## config.mk

```make
export PLATFORM = sky130hd
export DESIGN_NAME = ctr_top
export DESIGN_NICKNAME = d
export VERILOG_FILES = /design/src/rtl/ctr_pkg.sv /design/src/rtl/ctr_top.sv
export SDC_FILE = /design/constraint.sdc
export NUM_CORES = 1
export LEC_CHECK = 0
export BUFFER_PORTS_ARGS = -buffer_cell sky130_fd_sc_hd__buf_2
export CORE_MARGIN = 4
export CORE_UTILIZATION = 30
export DETAILED_ROUTE_END_ITERATION = 8
export SYNTH_ARGS = -nofsm -noshare
export SYNTH_HDL_FRONTEND = slang
export SYNTH_SLANG_ARGS = --single-unit
export TNS_END_PERCENT = 20
```

## constraint.sdc

```tcl
create_clock -name core_clk_in -period 6.17 [get_ports core_clk_in]
set_input_delay 0.617 -clock core_clk_in [delete_from_list [all_inputs] [get_ports core_clk_in]]
set_output_delay 0.617 -clock core_clk_in [all_outputs]
set_load 0.1 [all_outputs]
```

## src/rtl/ctr_pkg.sv

```systemverilog
// Constants for the CAN timestamp, timeout, retry and clock-stop control block.
// Assumes a protocol core on the same clock that gives sample-point ticks and frame events.
`default_nettype none
package ctr_pkg;
  localparam int ADDR_W = 8;
  localparam int DATA_W = 32;
  localparam int STAMP_W = 16;
  localparam int TCP_W = 4;
  // Register offsets
  localparam logic [7:0] OFS_CORE_CTRL = 8'h00;
  localparam logic [7:0] OFS_STAMP_CFG = 8'h04;
  localparam logic [7:0] OFS_STAMP_CNT = 8'h08;
  localparam logic [7:0] OFS_TO_CFG = 8'h0C;
  localparam logic [7:0] OFS_TO_VAL = 8'h10;
  localparam logic [7:0] OFS_IRQ_FLAG = 8'h14;
  localparam logic [7:0] OFS_IRQ_EN = 8'h18;
  localparam logic [7:0] OFS_TX_PEND = 8'h1C;
  localparam logic [7:0] OFS_TX_CANCEL = 8'h20;
  localparam logic [7:0] OFS_TX_OCC = 8'h24;
  localparam logic [7:0] OFS_TX_CDONE = 8'h28;
  // Core control fields
  localparam int CC_INIT = 0;
  localparam int CC_CSR = 1;
  localparam int CC_NRM = 2;
  localparam int CC_MON = 3;
  localparam int CC_TXEV = 4;
  localparam int CC_CSA = 5;
  // Stamp config fields
  localparam int SC_TCP_LSB = 0;
  localparam int SC_TSS = 4;
  // Timeout config fields
  localparam int TC_EN = 0;
  localparam int TC_TOS_LSB = 1;
  localparam int TC_TOP_LSB = 16;
  // Interrupt flag fields
  localparam int IF_WRAP = 0;
  localparam int IF_TOUT = 1;
  // Reset values and counter compare values
  localparam logic RST_INIT = 1'b1;
  localparam logic RST_NRM = 1'b0;
  localparam logic [15:0] RST_TOP = 16'hFFFF;
  localparam logic [15:0] STAMP_MAX = 16'hFFFF;
  localparam logic [15:0] TOC_ONE = 16'h0001;
  localparam logic [15:0] TOC_ZERO = 16'h0000;
  // Timeout modes
  localparam logic [1:0] TOS_CONT = 2'h0;
  localparam logic [1:0] TOS_FIFO0 = 2'h1;
  localparam logic [1:0] TOS_FIFO1 = 2'h2;
  localparam logic [1:0] TOS_TXEV = 2'h3;
  // Tx event type codes
  localparam logic [1:0] ET_TX = 2'h1;
  localparam logic [1:0] ET_SPITE = 2'h2;
  typedef enum logic [1:0] {
    CS_RUN = 2'b00,
    CS_WAIT_TX = 2'b01,
    CS_WAIT_IDLE = 2'b10,
    CS_ACK = 2'b11
  } ctr_cs_e;
endpackage
`default_nettype wire

```

## src/rtl/ctr_top.sv

```systemverilog
// CAN timestamp, timeout, no-retry and clock-stop control with register port.
// Assumes protocol-core inputs on core_clk_in; only the CAN receive pin and resetn_in are asynchronous.
//
// Design decisions made here: the register offsets and the plain strobed port.
`default_nettype none
module ctr_top #(
  parameter int NBUF = 8,
  parameter int IW = 3
) (
  input wire logic core_clk_in,
  input wire logic resetn_in,
  input wire logic ce_in,
  input wire logic [7:0] reg_addr_in,
  input wire logic [31:0] reg_wdata_in,
  input wire logic reg_wr_in,
  input wire logic reg_rd_in,
  output logic [31:0] reg_rdata_out,
  input wire logic sample_point_in,
  input wire logic bus_idle_in,
  input wire logic bus_off_in,
  input wire logic sof_in,
  input wire logic [15:0] ext_stamp_in,
  input wire logic fifo0_nonempty_in,
  input wire logic fifo1_nonempty_in,
  input wire logic txev_nonempty_in,
  input wire logic tx_start_in,
  input wire logic tx_success_in,
  input wire logic tx_fail_in,
  input wire logic [IW-1:0] tx_index_in,
  input wire logic can_rx_pin_in,
  input wire logic core_tx_in,
  output logic can_tx_pin_out,
  output logic core_rx_out,
  output logic [15:0] frame_stamp_out,
  output logic [NBUF-1:0] tx_pending_out,
  output logic tx_allowed_out,
  output logic config_hold_out,
  output logic clock_stop_ack_out,
  output logic txev_write_out,
  output logic [1:0] txev_type_out,
  output logic [15:0] txev_stamp_out,
  output logic [IW-1:0] txev_index_out,
  output logic irq_out
);

  // ==========================================
  // State
  typedef struct packed {
    logic [1:0] rx_sync;
    logic core_rx;
    logic can_tx;
    logic init;
    logic clock_stop_request;
    logic no_retry;
    logic monitor;
    logic txev_en;
    logic clock_stop_ack;
    ctr_pkg::ctr_cs_e cs;
    logic [3:0] tick_prescaler;
    logic timestamp_source_select;
    logic [3:0] ps;
    logic [15:0] stamp;
    logic [15:0] frame_stamp;
    logic to_en;
    logic [1:0] timeout_mode_select;
    logic [15:0] top;
    logic [15:0] timeout_count_value;
    logic [1:0] flags;
    logic [1:0] irq_en;
    logic irq;
    logic [NBUF-1:0] pend;
    logic [NBUF-1:0] cancel;
    logic [NBUF-1:0] started;
    logic [NBUF-1:0] occ;
    logic [NBUF-1:0] cdone;
    logic allowed;
    logic txev_wr;
    logic [1:0] txev_type;
    logic [15:0] txev_stamp;
    logic [IW-1:0] txev_idx;
    logic [31:0] rdata;
  } ctr_state_s;

  ctr_state_s q;
  ctr_state_s n;
  logic [1:0] rst_sync_q;
  logic rst_n;

  // ==========================================
  // Reset release
  always_ff @(posedge core_clk_in or negedge resetn_in)
  begin
    if (!resetn_in)
      rst_sync_q <= 2'h0;
    else
      rst_sync_q <= {rst_sync_q[0], 1'b1};
  end
  assign rst_n = rst_sync_q[1];

  // ==========================================
  // Next state
  logic tick;
  logic wr_cc;
  logic wr_sc;
  logic wr_cnt;
  logic wr_tc;
  logic wr_tv;
  logic fifo_ne;
  logic [15:0] stamp_now;
  logic [NBUF-1:0] bit_i;
  logic [NBUF-1:0] early;

  always_comb
  begin
    n = q;
    n.txev_wr = 1'b0;
    bit_i = '0;
    bit_i[tx_index_in] = 1'b1;
    wr_cc = reg_wr_in && reg_addr_in == ctr_pkg::OFS_CORE_CTRL;
    wr_sc = reg_wr_in && reg_addr_in == ctr_pkg::OFS_STAMP_CFG;
    wr_cnt = reg_wr_in && reg_addr_in == ctr_pkg::OFS_STAMP_CNT;
    wr_tc = reg_wr_in && reg_addr_in == ctr_pkg::OFS_TO_CFG;
    wr_tv = reg_wr_in && reg_addr_in == ctr_pkg::OFS_TO_VAL;

    // Pin sampling
    n.rx_sync = {q.rx_sync[0], can_rx_pin_in};
    n.core_rx = q.rx_sync[1];
    n.can_tx = q.monitor ? 1'b1 : core_tx_in;

    // Software writes first, hardware sets after them
    if (wr_cc)
    begin
      n.init = reg_wdata_in[ctr_pkg::CC_INIT];
      n.clock_stop_request = reg_wdata_in[ctr_pkg::CC_CSR];
      n.no_retry = reg_wdata_in[ctr_pkg::CC_NRM];
      n.monitor = reg_wdata_in[ctr_pkg::CC_MON];
      n.txev_en = reg_wdata_in[ctr_pkg::CC_TXEV];
    end
    if (wr_sc)
    begin
      n.tick_prescaler = reg_wdata_in[ctr_pkg::SC_TCP_LSB +: ctr_pkg::TCP_W];
      n.timestamp_source_select = reg_wdata_in[ctr_pkg::SC_TSS];
    end
    if (wr_tc)
    begin
      n.to_en = reg_wdata_in[ctr_pkg::TC_EN];
      n.timeout_mode_select = reg_wdata_in[ctr_pkg::TC_TOS_LSB +: 2];
      n.top = reg_wdata_in[ctr_pkg::TC_TOP_LSB +: ctr_pkg::STAMP_W];
    end
    if (reg_wr_in && reg_addr_in == ctr_pkg::OFS_IRQ_EN)
      n.irq_en = reg_wdata_in[1:0];
    if (reg_wr_in && reg_addr_in == ctr_pkg::OFS_IRQ_FLAG)
      n.flags = q.flags & ~reg_wdata_in[1:0];
    if (reg_wr_in && reg_addr_in == ctr_pkg::OFS_TX_PEND)
    begin
      n.pend = q.pend | reg_wdata_in[NBUF-1:0];
      n.occ = q.occ & ~reg_wdata_in[NBUF-1:0];
      n.cdone = q.cdone & ~reg_wdata_in[NBUF-1:0];
    end
    if (reg_wr_in && reg_addr_in == ctr_pkg::OFS_TX_CANCEL)
      n.cancel = q.cancel | (reg_wdata_in[NBUF-1:0] & q.pend);

    // Prescaler and stamp counter
    tick = sample_point_in && q.ps == q.tick_prescaler;
    if (sample_point_in)
      n.ps = tick ? 4'h0 : q.ps + 4'h1;
    if (wr_cnt)
      n.stamp = 16'h0000;
    else if (tick && !q.timestamp_source_select)
    begin
      n.stamp = q.stamp + 16'h0001;
      if (q.stamp == ctr_pkg::STAMP_MAX)
        n.flags[ctr_pkg::IF_WRAP] = 1'b1;
    end
    stamp_now = q.timestamp_source_select ? ext_stamp_in : q.stamp;
    if (sof_in)
      n.frame_stamp = stamp_now;

    // Timeout counter
    case (q.timeout_mode_select)
      ctr_pkg::TOS_FIFO0: fifo_ne = fifo0_nonempty_in;
      ctr_pkg::TOS_FIFO1: fifo_ne = fifo1_nonempty_in;
      ctr_pkg::TOS_TXEV: fifo_ne = txev_nonempty_in;
      default: fifo_ne = 1'b0;
    endcase
    if (q.timeout_mode_select == ctr_pkg::TOS_CONT)
    begin
      if (q.init || !q.to_en)
        n.timeout_count_value = q.top;
      else if (wr_tv)
        n.timeout_count_value = q.top;
      else if (tick)
      begin
        if (q.timeout_count_value <= ctr_pkg::TOC_ONE)
        begin
          n.timeout_count_value = q.top;
          n.flags[ctr_pkg::IF_TOUT] = 1'b1;
        end
        else
          n.timeout_count_value = q.timeout_count_value - 16'h0001;
      end
    end
    else if (!fifo_ne)
      n.timeout_count_value = q.top;
    else if (tick && !q.init && q.to_en && q.timeout_count_value != ctr_pkg::TOC_ZERO)
    begin
      n.timeout_count_value = q.timeout_count_value - 16'h0001;
      if (q.timeout_count_value == ctr_pkg::TOC_ONE)
        n.flags[ctr_pkg::IF_TOUT] = 1'b1;
    end

    // Transmission outcomes
    if (tx_start_in)
      n.started = n.started | bit_i;
    if (tx_success_in)
    begin
      n.pend = n.pend & ~bit_i;
      n.started = n.started & ~bit_i;
      n.occ = n.occ | bit_i;
      if (|(q.cancel & bit_i))
        n.cdone = n.cdone | bit_i;
      n.cancel = n.cancel & ~bit_i;
      if (q.txev_en)
      begin
        n.txev_wr = 1'b1;
        n.txev_type = (q.no_retry || |(q.cancel & bit_i)) ? ctr_pkg::ET_SPITE : ctr_pkg::ET_TX;
        n.txev_stamp = q.frame_stamp;
        n.txev_idx = tx_index_in;
      end
    end
    if (tx_fail_in)
    begin
      n.started = n.started & ~bit_i;
      if (q.no_retry || |(q.cancel & bit_i))
      begin
        n.pend = n.pend & ~bit_i;
        n.cdone = n.cdone | bit_i;
        n.cancel = n.cancel & ~bit_i;
      end
      // Otherwise the request stays pending and is retried
    end
    early = q.cancel & q.pend & ~q.started & ~(tx_start_in ? bit_i : '0);
    n.pend = n.pend & ~early;
    n.cancel = n.cancel & ~early;
    n.cdone = n.cdone | early;

    // Clock stop handshake
    case (q.cs)
      ctr_pkg::CS_RUN:
      begin
        if (n.clock_stop_request)
          n.cs = ctr_pkg::CS_WAIT_TX;
      end
      ctr_pkg::CS_WAIT_TX:
      begin
        if (!n.clock_stop_request)
          n.cs = ctr_pkg::CS_RUN;
        else if (q.pend == '0)
          n.cs = ctr_pkg::CS_WAIT_IDLE;
      end
      ctr_pkg::CS_WAIT_IDLE:
      begin
        if (!n.clock_stop_request)
          n.cs = ctr_pkg::CS_RUN;
        else if (bus_idle_in)
        begin
          n.init = 1'b1;
          n.clock_stop_ack = 1'b1;
          n.cs = ctr_pkg::CS_ACK;
        end
      end
      ctr_pkg::CS_ACK:
      begin
        if (!n.clock_stop_request)
        begin
          n.clock_stop_ack = 1'b0;
          n.cs = ctr_pkg::CS_RUN;
        end
      end
      default: n.cs = ctr_pkg::CS_RUN;
    endcase
    if (bus_off_in)
      n.init = 1'b1;
    n.allowed = !n.init;
    n.irq = |(n.flags & n.irq_en);

    // Read port stays live in every clock-stop state
    n.rdata = 32'h0000_0000;
    if (reg_rd_in)
    begin
      case (reg_addr_in)
        ctr_pkg::OFS_CORE_CTRL:
        begin
          n.rdata[ctr_pkg::CC_INIT] = q.init;
          n.rdata[ctr_pkg::CC_CSR] = q.clock_stop_request;
          n.rdata[ctr_pkg::CC_NRM] = q.no_retry;
          n.rdata[ctr_pkg::CC_MON] = q.monitor;
          n.rdata[ctr_pkg::CC_TXEV] = q.txev_en;
          n.rdata[ctr_pkg::CC_CSA] = q.clock_stop_ack;
        end
        ctr_pkg::OFS_STAMP_CFG:
        begin
          n.rdata[ctr_pkg::SC_TCP_LSB +: ctr_pkg::TCP_W] = q.tick_prescaler;
          n.rdata[ctr_pkg::SC_TSS] = q.timestamp_source_select;
        end
        ctr_pkg::OFS_STAMP_CNT: n.rdata[15:0] = stamp_now;
        ctr_pkg::OFS_TO_CFG:
        begin
          n.rdata[ctr_pkg::TC_EN] = q.to_en;
          n.rdata[ctr_pkg::TC_TOS_LSB +: 2] = q.timeout_mode_select;
          n.rdata[ctr_pkg::TC_TOP_LSB +: ctr_pkg::STAMP_W] = q.top;
        end
        ctr_pkg::OFS_TO_VAL: n.rdata[15:0] = q.timeout_count_value;
        ctr_pkg::OFS_IRQ_FLAG: n.rdata[1:0] = q.flags;
        ctr_pkg::OFS_IRQ_EN: n.rdata[1:0] = q.irq_en;
        ctr_pkg::OFS_TX_PEND: n.rdata[NBUF-1:0] = q.pend;
        ctr_pkg::OFS_TX_CANCEL: n.rdata[NBUF-1:0] = q.cancel;
        ctr_pkg::OFS_TX_OCC: n.rdata[NBUF-1:0] = q.occ;
        ctr_pkg::OFS_TX_CDONE: n.rdata[NBUF-1:0] = q.cdone;
        default: n.rdata = 32'h0000_0000;
      endcase
    end
  end

  // ==========================================
  // Registers
  always_ff @(posedge core_clk_in or negedge rst_n)
  begin
    if (!rst_n)
    begin
      q <= '0;
      q.rx_sync <= 2'h3;
      q.core_rx <= 1'b1;
      q.can_tx <= 1'b1;
      q.init <= ctr_pkg::RST_INIT;
      q.no_retry <= ctr_pkg::RST_NRM;
      q.cs <= ctr_pkg::CS_RUN;
      q.top <= ctr_pkg::RST_TOP;
      q.timeout_count_value <= ctr_pkg::RST_TOP;
      q.txev_type <= ctr_pkg::ET_TX;
    end
    else if (ce_in)
      q <= n;
  end

  // ==========================================
  // Outputs
  assign reg_rdata_out = q.rdata;
  assign can_tx_pin_out = q.can_tx;
  assign core_rx_out = q.core_rx;
  assign frame_stamp_out = q.frame_stamp;
  assign tx_pending_out = q.pend;
  assign tx_allowed_out = q.allowed;
  assign config_hold_out = q.init;
  assign clock_stop_ack_out = q.clock_stop_ack;
  assign txev_write_out = q.txev_wr;
  assign txev_type_out = q.txev_type;
  assign txev_stamp_out = q.txev_stamp;
  assign txev_index_out = q.txev_idx;
  assign irq_out = q.irq;

endmodule
`default_nettype wire

```

### Yosys cells after proc, flatten, opt, wreduce, memory -nomap -nowiden

Cells that the tools add are included.

| word-level totals | value |
|---|---|
| register bits | 190 |

| cells by class | value |
|---|---|
| add/subtract/negate cells | 3 |
| order comparisons | 3 |
| equality and inequality tests | 27 |
| muxes and demuxes | 61 |
| bitwise gates (word level) | 30 |
| reductions and logical operators | 40 |

Operator list:

| kind | count |
|---|---|
| two-way mux 16 bit | 10 |
| AND 8 bit | 15 |
| two-way mux 8 bit | 7 |
| bitwise OR 8 bit | 7 |
| two-way mux 17 bit | 3 |
| two-way mux 22 bit | 2 |
| two-way mux 40 bit | 1 |
| inverter 8 bit | 5 |
| equality test 8 x 5 -> 1 bit, second input constant | 4 |
| two-way mux 32 bit | 1 |
| equality test 8 x 6 -> 1 bit, second input constant | 3 |
| two-way mux 24 bit | 1 |
| one-hot mux 2 bit (11 select lines) | 1 |
| adder 16 x 1 -> 16 bit, second input constant | 1 |
| equality test 16 x 1 -> 1 bit, second input constant | 1 |
| equality test 16 bit, second input constant | 1 |
| equality test 8 x 4 -> 1 bit, second input constant | 2 |
| <= comparator 16 x 1 -> 1 bit, second input constant | 1 |
| logical NOT 8 bit | 2 |
| one-hot mux 2 bit (8 select lines) | 1 |
| one-hot mux 8 bit (2 select lines) | 1 |
| nonzero test 16 bit | 1 |
| subtractor 16 x 1 -> 16 bit, second input constant | 1 |
| logical AND 1 bit | 15 |
| other kinds (34) | 77 |

### Longest topological paths before layout

Gate-level depths: netlist of the first run.

| depth | value |
|---|---|
| depth in word-level cells | 12 |
| depth in mapped cells | 10 |
| gate-level depth less buffers | 8 |

### Least setup slack after synthesis of the first run

OpenSTA, ideal clock, no wires.

| timing path | value |
|---|---|
| path kind | input port to flip-flop |
| start point | input port reg_addr_in[5] |
| end point | register q[102] (netlist name) |
| data arrival time | 2.549 ns |
| required time | 6.086 ns |
| path slack | 3.537 ns |
| stages | 9 |
| path buffers | 3 |
| path through | buf_6 > or4b_1 > buf_2 > o311a_1 > a21boi_1 > o21a_1 > buf_2 > a32oi_1 > o22ai_1 |

| on the way | value |
|---|---|
| word-level cells in the longest chain between the ends | 5 |
| elaborated cells between the ends (all ways) | 7 |

Ends and longest elaborated chain:

| what | RTL line | text |
|---|---|---|
| start: declaration | ctr_top.sv:13 | `input wire logic [7:0] reg_addr_in,` |
| equality test 8 x 5 -> 1 bit * | ctr_top.sv:123 | `wr_tv = reg_wr_in && reg_addr_in == ctr_pkg::OFS_TO_VAL;` |
| logical AND 1 bit * | ctr_top.sv:123 |  |
| two-way mux 16 bit | ctr_top.sv:190 | `else if (wr_tv)` |
| two-way mux 16 bit | ctr_top.sv:188 | `if (q.init \|\| !q.to_en)` |
| two-way mux 17 bit | ctr_top.sv:186 | `if (q.timeout_mode_select == ctr_pkg::TOS_CONT)` |
| end signal: assignment | ctr_top.sv:343 | `q <= n;` |
| end: declaration | ctr_top.sv:84 | `ctr_state_s q;` |

Every way passes the cells marked *; elsewhere a longest branch is shown, timed or not.
A chain may end at the register's enable or synchronous reset.

### Worst setup path in the final report of the first run

| timing path | value |
|---|---|
| start point | input port reg_addr_in[3] |
| end point | register q[159] (netlist name) |

| on the way | value |
|---|---|
| word-level cells in the longest chain between the ends | 4 |
| elaborated cells between the ends (all ways) | 5 |

Ends and longest elaborated chain:

| what | RTL line | text |
|---|---|---|
| equality test 8 x 4 -> 1 bit * | ctr_top.sv:121 | `wr_cnt = reg_wr_in && reg_addr_in == ctr_pkg::OFS_STAMP_CNT;` |
| logical AND 1 bit * | ctr_top.sv:121 |  |
| nonzero test 2 bit (no source line) | n/a |  |
| AND reduction 2 bit (no source line) | n/a |  |

Marks and branches as above.

==> summary.txt, run 1 <==
Clock network
  – Hold Buf Count CTS: 1
  – Root Driver: clkbuf_16
  – Num Clock Sinks: 190
  – Post-CTS Setup Repair Bufs: 0
  – Worst-path clk slew: 80 ps
  – Max clock buf depth: 2
  – CTS tree: yes
  – PostCTS Resize Cnt: 0
  – CTS HTree Levels: 4
  – TritonCTS Buffers: 17
  – Clk Latency, worst-skew pair: 450 ps

Timing
  – Setup-failing EPs final: 0
  – Max-slew violation count: 0
  – Slew @ Worst Pin: 1020 ps
  – Fin crit period: 2820 ps
  – Slew margin rel.: 0.319
  – Fin Clk Skew: 13.5 ps
  – Fin Hold WS: 353 ps
  – Final Hold Vio Count: 0
  – Fin crit share: 0.458
  – Setup TNS Final: 0 ps
  – Fmax: 354 MHz
  – RSZ-0062 raised after global routing: no

Global route
  – M3 GR Usage: 0.0343
  – First-pass GRT wire length: 45,500 µm
  – GRT Util Overall: 0.160
  – Remaining global-route overflow: 0
  – Largest net degree at the start of global routing: 79
  – Met1 Track Usage GR: 0.216
  – Initial antenna violation count: 5
  – Vias in the first global route: 7,643
  – Gr busiest metal: met2
  – GR met2 Demand/Resource: 0.256

Routing
  – Drt wl/cell: 19.4 µm
  – Vias/cell: 5.26
  – DR vias: 7,910
  – Post-route ant nets: 0
  – Drt drc: 0
  – DR iter-0 viols: 716
  – Total Wirelength: 29,200 µm
  – TritonRoute pass-1 iters: 5

Synth
  – Synth Flop Type: dfrtp_1
  – EDFF count, synth: 0
  – Cells after Synth: 995
  – Yosys reg bits: 190
  – Synth Warn #: 0
  – Area leader, netlist: dfrtp_1
  – Most frequent cell after synthesis: dfrtp_1
  – Mapped cell area: 0.0101 mm²
  – Mean post-synth cell area: 10.1 µm²
  – Top area cells in the synthesized netlist: dfrtp_1 38%, dfstp_2 9.9%, buf_4 5.9%
  – Asr flop ratio synth: 1.00
  – Synth cell types: 71
  – Post-synthesis sequential area ratio: 0.476
  – Share of the synthesized area in the top cell type: 0.377
  – Commonest cells post-synth: 152 x dfrtp_1, 84 x nand2_1, 79 x buf_4
  – Syn nets: 1,076

Outcome
  – Outcome: finished clean

Floorplanning
  – DIE AREA: 0.0366 mm²
  – Total I/O pin count: 160
  – Die W: 191 µm
  – Core area: 0.0329 mm²
  – Die Span Y: 191 µm
  – Initial core utilization: 0.307
  – Row Count: 66

Placed design
  – GPL Wtd Cong: 0.852
  – Post-DP HPWL: 21,400 µm
  – IO buf count: 151
  – Dpl cell area: 0.0107 mm²

Pwr
  – PwrDens: 268 mW/mm²
  – Leakage power: 5.06 nW
  – Worst VDD drop: 0.200 mV

Worst setup path
  – Arrival @ worst endpoint: 3150 ps
  – Critical path class: primary input to flip-flop
  – CP required: 6500 ps
  – Worst Path Max Fanout: 30
  – CP Capture Type: flip-flop
  – Critical path launch point type: primary input

Cells and area
  – Synthesis-to-finish area growth: 11.7%
  – Layout cells sized above 1: 0.268
  – Final Util: 0.343
  – Final nets: 1,128
  – Final instance area: 0.0113 mm²

Flow run
  – Max Cap Viol: 0

Worst hold path
  – Worst hold-check path type: flip-flop to flip-flop
[worst max-delay path, cell delays in order]
cell and delay (ps):
buf_2 450, or4b_1 620, nor2_1 590, nand2_1 340, a2111oi_0 430, nor3_1 90
[registers in the layout (all words and copies together), names as in the netlist, 2 cells and up]
signal	flops
q	102
reg_rdata_out	32
frame_stamp_out	16
txev_stamp_out	16
tx_pending_out	8
txev_index_out	3
n	2
rst_sync_q	2
txev_type_out	2
[cells in the final DEF, fill, tap and decap left out, types with 5 or more instances in the layout]
cell / instances
a211o_1: 8
a21oi_1: 76
a22o_1: 22
a22oi_1: 17
a31oi_1: 15
a32oi_1: 8
and2_1: 7
and3_1: 12
buf_2: 151
buf_4: 10
clkbuf_16: 17
dfrtp_1: 151
dfstp_2: 38
ha_1: 5
inv_1: 25
inv_6: 5
mux2_1: 29
mux2_2: 42
mux2i_1: 24
nand2_1: 84
nand3_1: 20
nor2_1: 63
nor3_1: 15
nor3b_1: 7
nor4_1: 9
o21ai_0: 29
o21ai_1: 13
o221ai_1: 10
o22ai_1: 14
o2bb2ai_1: 17
or3_1: 10
or4_1: 7
xnor2_1: 8
xor2_1: 5
[cell type report]
type                            instances  area (µm²)
Antenna cell                            2        5.00
Clock buffer                           17         425
Clock inverter                         15         148
Fill cell                            3424       21600
Inverter                               26        97.6
Multi-Input combinational cell        650        4400
Sequential cell                       190        4810
Tap cell                              442         553
Timing Repair Buffer                  162         841
[worst paths after layout]
check,start,end,slack (ps),cells past startpoint
worst max-delay path,reg_addr_in[3],q[159]$_DFFE_PN0P_,3350,6
worst min register to register,rst_sync_q[0]$_DFF_PN0_,rst_sync_q[1]$_DFF_PN0_,350,0
min in group asynchronous,resetn_in,rst_sync_q[1]$_DFF_PN0_,480,2
worst min-delay path,rst_sync_q[0]$_DFF_PN0_,rst_sync_q[1]$_DFF_PN0_,350,0
max in group asynchronous,rst_sync_q[1]$_DFF_PN0_,reg_rdata_out[24]$_DFFE_PN0P_,4300,1
worst max register to register,q[106]$_DFFE_PN1P_,q[108]$_DFFE_PN1P_,3390,7
[metal layers]
metal  vias up  routed length [µm]
li1       3688                   -
met3        48                1910
met1      3893               12700
met2       275               13800
met5         -                  41
met4         6                 830
[report_power, final]
group	internal (mW)	total [mW]	switching [mW]
registers	1.33	1.41	0.0809
clock network	0.538	1.08	0.547
logic	0.140	0.516	0.376
[metrics by stage]
| step | std cells | power (mW) | setup slack [ps] |
|---|---|---|---|
| 6_report | 1504 | 3.02 | 3350 |
| 5_1_grt | 1504 | 3.16 | 3160 |
| 4_1_cts | 1502 | 3.05 | 3370 |
| 3_5_place_dp | 1469 | 1.95 | 2890 |
| 3_3_place_gp | 1469 | 1.95 | 2920 |
| 2_1_floorplan | 995 | 1.84 | 550 |
[kinds of logic after synthesis]
logic type / count (synthesis) / synth area share
compound gates: 271 / 0.180
xor+xnor: 13 / 0.0113
fa+ha+maj: 5 / 0.00620
buf+inv: 155 / 0.0893
flops: 190 / 0.476
mux: 96 / 0.105
other cells: 1 / 0.000372
simple gates: 264 / 0.131
Power figures use the tool's default switching activity.
==> run 2, diff against run 1 <==
ABC_AREA = 1   (was unset)
clock period = 2.6 ns   (was 6.17 ns; I/O delays follow)
==> run 2 against run 1 <==
Against the previous run: sequential power rose to 2.6 times the previous value; global-route usage up 0.90 points; count of clock-buffer cells in the layout up 1; clock skew down 0.94 ps; critical endpoint is now q[109]$_DFFE_PN1P_; core utilization up 0.058 points; largest power group unchanged; routed wire length up 17%; cell count up 35%; final area up 12%; sequential share of layout area down 4.4 points; setup slack worse by 2900 ps; sequential cell count unchanged.
==> summary.txt, run 2 <==
Synth
  – EDFF count, synth: 0
  – Mean post-synth cell area: 7.55 µm²
  – Post-synthesis sequential area ratio: 0.431
  – Asr flop ratio synth: 1.00
  – Cells after Synth: 1,476
  – Area leader, netlist: dfrtp_1
  – Yosys reg bits: 190
  – Share of the synthesized area in the top cell type: 0.341
  – Top area cells in the synthesized netlist: dfrtp_1 34%, nand2_1 13%, dfstp_2 9.0%
  – Synth Flop Type: dfrtp_1
  – Commonest cells post-synth: 386 x nand2_1, 161 x inv_1, 152 x dfrtp_1
  – Most frequent cell after synthesis: nand2_1
  – Synth cell types: 52
  – Syn nets: 1,557
  – Mapped cell area: 0.0111 mm²
  – Synth Warn #: 0

Worst setup path
  – CP required: 2990 ps
  – Worst Path Max Fanout: 11
  – Critical path class: flip-flop to flip-flop
  – Worst r2r path cells: 12
  – CP Capture Type: flip-flop
  – Critical path launch point type: flip-flop
  – FF-to-FF setup slack: 430 ps
  – Crit Reg-Reg Endpoint: q[109]$_DFFE_PN1P_
  – Arrival @ worst endpoint: 2550 ps
  – RR Startpoint: q[100]$_DFFE_PN1P_

Routing
  – Total Wirelength: 34,300 µm
  – Vias/cell: 4.92
  – DR vias: 9,998
  – Post-route ant nets: 0
  – DR iter-0 viols: 724
  – TritonRoute pass-1 iters: 5
  – Drt drc: 0
  – Drt wl/cell: 16.9 µm

Clock network
  – Worst-path clk slew: 80 ps
  – TritonCTS Buffers: 17
  – CTS HTree Levels: 4
  – Max clock buf depth: 2
  – CTS tree: yes
  – Num Clock Sinks: 190
  – Root Driver: clkbuf_16
  – Post-CTS Setup Repair Bufs: 0
  – Clk Latency, worst-skew pair: 450 ps

Global route
  – Vias in the first global route: 9,681
  – Gr busiest metal: met2
  – Largest net degree at the start of global routing: 46
  – First-pass GRT wire length: 54,800 µm
  – GR met2 Demand/Resource: 0.280
  – M3 GR Usage: 0.0349
  – Remaining global-route overflow: 0
  – GRT Util Overall: 0.169
  – Initial antenna violation count: 2
  – Met1 Track Usage GR: 0.230

Placed design
  – GPL Wtd Cong: 0.899
  – Post-DP HPWL: 26,000 µm
  – Dpl cell area: 0.0119 mm²
  – IO buf count: 151

Pwr
  – NetSw: 3.59 mW
  – Sw Ratio: 0.396
  – Flop pwr share: 0.406
  – Leakage power: 6.17 nW
  – Share of total power in the clock network: 0.315
  – Combinational power share: 0.279
  – Worst VDD drop: 0.481 mV
  – PwrDens: 720 mW/mm²
  – Pint: 5.47 mW

Cells and area
  – Area occupied by registers: 0.00481 mm²
  – Final instance area: 0.0126 mm²
  – Area occupied by multi-input gates: 0.00487 mm²
  – Antenna diode count: 0
  – Synthesis-to-finish area growth: 12.8%
  – Final Util: 0.344
  – Commonest cells after routing, fill and taps aside: 386 x nand2_1, 161 x inv_1, 151 x dfrtp_1, 151 x buf_2, 137 x o21ai_0
  – Layout cells sized above 1: 0.203
  – Max reg flops: 102
  – Most common cell after layout, fill and taps aside: nand2_1
  – Fillers: 3,952
  – Final nets: 1,632
  – Biggest register: q

Timing
  – Fin Clk Skew: 12.5 ps
  – Slew @ Worst Pin: 904 ps
  – Setup-failing EPs final: 0
  – Setup TNS Final: 0 ps
  – Max-slew violation count: 0
  – Fin crit share: 0.833
  – Fin crit period: 2170 ps
  – Fmax: 462 MHz
  – Slew margin rel.: 0.394
  – Final Hold Vio Count: 0
  – RSZ-0062 raised after global routing: no

Flow run
  – Max Cap Viol: 0

Outcome
  – Outcome: finished clean

Floorplanning
  – Core area: 0.0366 mm²
  – Die Span Y: 201 µm
  – Die W: 201 µm
  – DIE AREA: 0.0403 mm²
  – Total I/O pin count: 160
  – Initial core utilization: 0.304
  – Row Count: 70

Worst hold path
  – Worst hold-check path type: primary input to flip-flop
  – Worst hold endpoint: q[131]$_DFFE_PN1P_
  – Hold Crit Depth: 2
  – Hold_sp: reg_wdata_in[31]
-- run 2: cell count changes after synthesis, moves of 16 or more --
cell,before,now
inv_1,25,161
a22oi_1,17,1
o21ai_0,29,137
nand2_1,84,386
mux2i_1,24,0
o2bb2ai_1,17,0
nand3_1,20,106
nand4_1,3,26
a21oi_1,76,55
mux2_2,42,4
mux2_1,29,1
nor2_1,63,105
-- run 2: what timing repair did --
item / 4_1_cts / 5_1_grt
endpoints found under the hold margin: 3 / 0
hold buffers: 2 / 0
resized for setup: 0 / 1
endpoints found under the setup margin: 0 / 3
-- run 2: worst max-delay path by stage --
stage	startpoint	end	slack, ps	cells past startpoint
after floorplan	rst_sync_q[1]$_DFF_PN0_	clock_stop_ack_out$_DFFE_PN0P_	670	0
after global placement	reg_addr_in[4]	q[113]$_DFFE_PN1P_	200	13
after global routing	q[100]$_DFFE_PN1P_	q[113]$_DFFE_PN1P_	160	12
after CTS	q[134]$_DFFE_PN0P_	q[111]$_DFFE_PN1P_	280	11
final	q[100]$_DFFE_PN1P_	q[109]$_DFFE_PN1P_	430	12
after detailed placement	reg_addr_in[4]	q[111]$_DFFE_PN1P_	190	13
-- run 2: worst max-delay path, cell delays in order (launching register included) --
cell and delay, ps:
dfstp_2 590, inv_1 90, ha_1 220, nand2_1 180, a21oi_1 90, nand2_1 90
nand2_1 240, nand3_1 180, nand2_1 150, nand2_1 100, nand3_1 60, nand2_1 70
inv_1 40
-- run 2: metal layers --
metal | share of wire | up-vias
met5 | 0.00044 | -
met4 | 0.014 | 4
met3 | 0.058 | 30
met2 | 0.48 | 276
met1 | 0.45 | 4806
li1 | - | 4882
-- run 2: cell families after synthesis --
group	count (synthesis)	synth area share
XOR/XNOR	14	0.0110
AO/OA/AOI/OAI	271	0.142
buffers and inverters	302	0.133
other	1	0.000336
adder cells (fa/ha/maj)	5	0.00561
AND/OR/NAND/NOR	688	0.272
multiplexers	5	0.00505
flip-flops	190	0.431
-- run 2: per-stage QoR --
step / hold slack [ps] / power, mW / worst slack [ps] / cells
final: 33.1 / 9.06 / 433 / 2032
after global routing: 12.6 / 9.54 / 162 / 2032
after CTS: 6.78 / 9.16 / 276 / 2032
after detailed placement: 48.9 / 6.28 / 191 / 1998
after global placement: 47.5 / 6.23 / 199 / 1998
after floorplan: -35.6 / 5.75 / 674 / 1476
-- run 2: area by class of cell --
| class | count | share of cell area |
|---|---|---|
| Sequential cell | 190 | 0.382 |
| Multi-Input combinational cell | 984 | 0.387 |
| Timing Repair Buffer | 179 | 0.0812 |
| Clock inverter | 14 | 0.0143 |
| Inverter | 179 | 0.0536 |
| Tap cell | 468 | 0.0466 |
| Clock buffer | 18 | 0.0349 |
-- run 2: power by group through the flow --
stage                     logic [mW]  clock network, mW  registers, mW
after global placement          2.51                  0           3.71
after detailed placement        2.55                  0           3.73
after global routing            2.77               3.04           3.73
after CTS                       2.56               2.92           3.68
after floorplan                 1.99                  0           3.76
final                           2.53               2.85           3.68
==> run 3, diff against run 2 <==
ABC_AREA = 0   (was 1)
clock period = 2.18 ns   (was 2.6 ns; I/O delays follow)
==> run 3 against run 2 <==
Against the previous run: the flow now finishes with violations (negative setup slack); non-clock buffer count increased by 93; count of clock-buffer cells in the layout decreased by 1; combinational power decreased by 32%; setup slack got worse by 460 ps; core utilization increased by 3.3 points; maximum frequency decreased by 1.8%; critical path type unchanged; sequential share of layout area increased by 0.67 points; sequential cell count unchanged; critical endpoint is now q[100]$_DFFE_PN1P_; total power decreased by 1.8%; global-route usage about the same; critical path depth decreased by 3.
==> summary.txt, run 3 (synthesis results as in run 1) <==
Timing
  – Fin Clk Skew: 10.7 ps
  – Setup-failing EPs final: 15
  – Final Hold Vio Count: 0
  – Fin Hold WS: 3.87 ps
  – Fin crit share: 1.01
  – Slew margin rel.: 0.629
  – Fmax: 453 MHz
  – Setup TNS Final: -223 ps
  – Worst Slack Setup Final: -27.3 ps
  – Fin crit period: 2210 ps
  – Slew @ Worst Pin: 553 ps
  – RSZ-0062 raised after global routing: yes
  – Max-slew violation count: 0

Outcome
  – Failing checks: negative setup slack
  – Outcome: finished, violations left

Worst setup path
  – CP dominant cell by count: buf_6
  – Arrival @ worst endpoint: 2580 ps
  – Biggest cell delay along the critical path: 560 ps
  – Critical path launch point type: flip-flop
  – Critical path class: flip-flop to flip-flop
  – Worst Path Max Fanout: 6
  – CP Capture Type: flip-flop
  – CP required: 2560 ps
  – Crit-path cells: or4_4 -> nor4_4 -> buf_4 -> a2111oi_4 -> a31oi_2 -> buf_6 -> buf_6 -> nand2b_1 -> o22ai_1
  – FF-to-FF setup slack: -30 ps
  – Slowest CP cell: or4_4

Global route
  – First-pass GRT wire length: 48,200 µm
  – GRT Util Overall: 0.170
  – Largest net degree at the start of global routing: 80
  – Remaining global-route overflow: 0
  – Vias in the first global route: 8,342
  – Initial antenna violation count: 1

Placed design
  – Worst slack at placement: -260 ps
  – Dpl cells: 1,557
  – IO buf count: 151
  – GPL Wtd Cong: 0.938
  – Post-DP HPWL: 23,300 µm

Floorplanning
  – Die W: 191 µm
  – DIE AREA: 0.0366 mm²
  – Total I/O pin count: 160
  – Initial core utilization: 0.307
  – Row Count: 66
  – Die Span Y: 191 µm
  – Core area: 0.0329 mm²

Routing
  – Met1 wire length: 13,700 µm
  – Drt drc: 0
  – DR WL met2: 15,000 µm
  – DR vias: 8,371
  – Total Wirelength: 31,500 µm
  – Highest Signal Layer: met5
  – TritonRoute pass-1 iters: 5
  – DR iter-0 viols: 535
  – Drt wl/cell: 19.5 µm
  – Post-route ant nets: 0
  – Metal3 WL: 1840 µm
  – Vias/cell: 5.19

Cells and area
  – Non-Filler Instances: 1,612
  – Synthesis-to-finish area growth: 22.5%
  – Final nets: 1,238
  – Commonest cells after routing, fill and taps aside: 151 x dfrtp_1, 151 x buf_2, 91 x buf_4
  – Biggest register: q
  – Max reg flops: 102
  – Layout cells sized above 1: 0.335
  – Antenna diode count: 0

Pwr
  – Leakage power: 5.68 nW
  – PwrDens: 720 mW/mm²
  – Worst VDD drop: 0.569 mV

Clock network
  – Clk Latency, worst-skew pair: 450 ps
  – Worst-path clk slew: 80 ps
  – TritonCTS Buffers: 17
  – CTS tree: yes
  – Max clock buf depth: 2
  – Root Driver: clkbuf_16
  – CTS HTree Levels: 4
  – Num Clock Sinks: 190

Worst hold path
  – Worst hold-check path type: primary input to flip-flop

Flow run
  – Max Cap Viol: 0
[run 3: report_power, final]
part	internal [mW]	switching, mW	leakage (nW)
Sequential	3.77	0.198	2.37
Combinational	0.535	1.17	3.01
Clock	1.64	1.58	0.295
Total	5.95	2.95	5.68
[run 3: final timing paths]
| check | end | cells past startpoint | startpoint |
|---|---|---|---|
| max in group asynchronous | q[120]$_DFFE_PN1P_ | 1 | rst_sync_q[1]$_DFF_PN0_ |
| min reg2reg | txev_type_out[1]$_DFFE_PN0P_ | 0 | rst_sync_q[1]$_DFF_PN0_ |
| min in group asynchronous | rst_sync_q[1]$_DFF_PN0_ | 2 | resetn_in |
| max | q[100]$_DFFE_PN1P_ | 9 | q[105]$_DFFE_PN1P_ |
| min | q[116]$_DFFE_PN1P_ | 2 | reg_wdata_in[16] |
| max reg2reg | q[100]$_DFFE_PN1P_ | 9 | q[105]$_DFFE_PN1P_ |
[run 3: repair_timing]
item	in CTS	in global routing
setup buffers	1	3
hold buffers	17	0
endpoints found under the setup margin	18	17
resized for setup	9	17
endpoints found under the hold margin	18	0
cloned	0	2
pin swaps	3	13
[run 3: worst max-delay path: cells and delay by family (launching register included)]
| family | cells | cell delay [ps] |
|---|---|---|
| buf+inv | 3 | 500 |
| compound gates | 3 | 300 |
| simple gates | 3 | 950 |
| flops | 1 | 380 |
[run 3: metrics by stage]
| stage | power [mW] | cell area [µm²] | utilization |
|---|---|---|---|
| 2_1_floorplan | 5.21 | 10100 | - |
| 3_3_place_gp | 5.63 | 11400 | 0.347 |
| 3_5_place_dp | 5.67 | 11400 | 0.347 |
| 4_1_cts | 8.94 | 12200 | 0.372 |
| 5_1_grt | 9.26 | 12400 | 0.376 |
| 6_report | 8.90 | 12400 | 0.376 |
[run 3: layer usage]
metal | vias up | track usage
li1 | 3906 | -
met1 | 4132 | 0.222
met2 | 286 | 0.277
met3 | 45 | 0.0340
met4 | 2 | 0.0644
met5 | - | 0
[run 3: cell type report]
cell class                 count  area, µm²
tap                          442        553
inverter                      26       97.6
clock buffer                  17        425
clock inverter                15        169
timing repair buffer         272       1830
multi-input combinational    650       4480
sequential                   190       4810
fill                        3286      20500
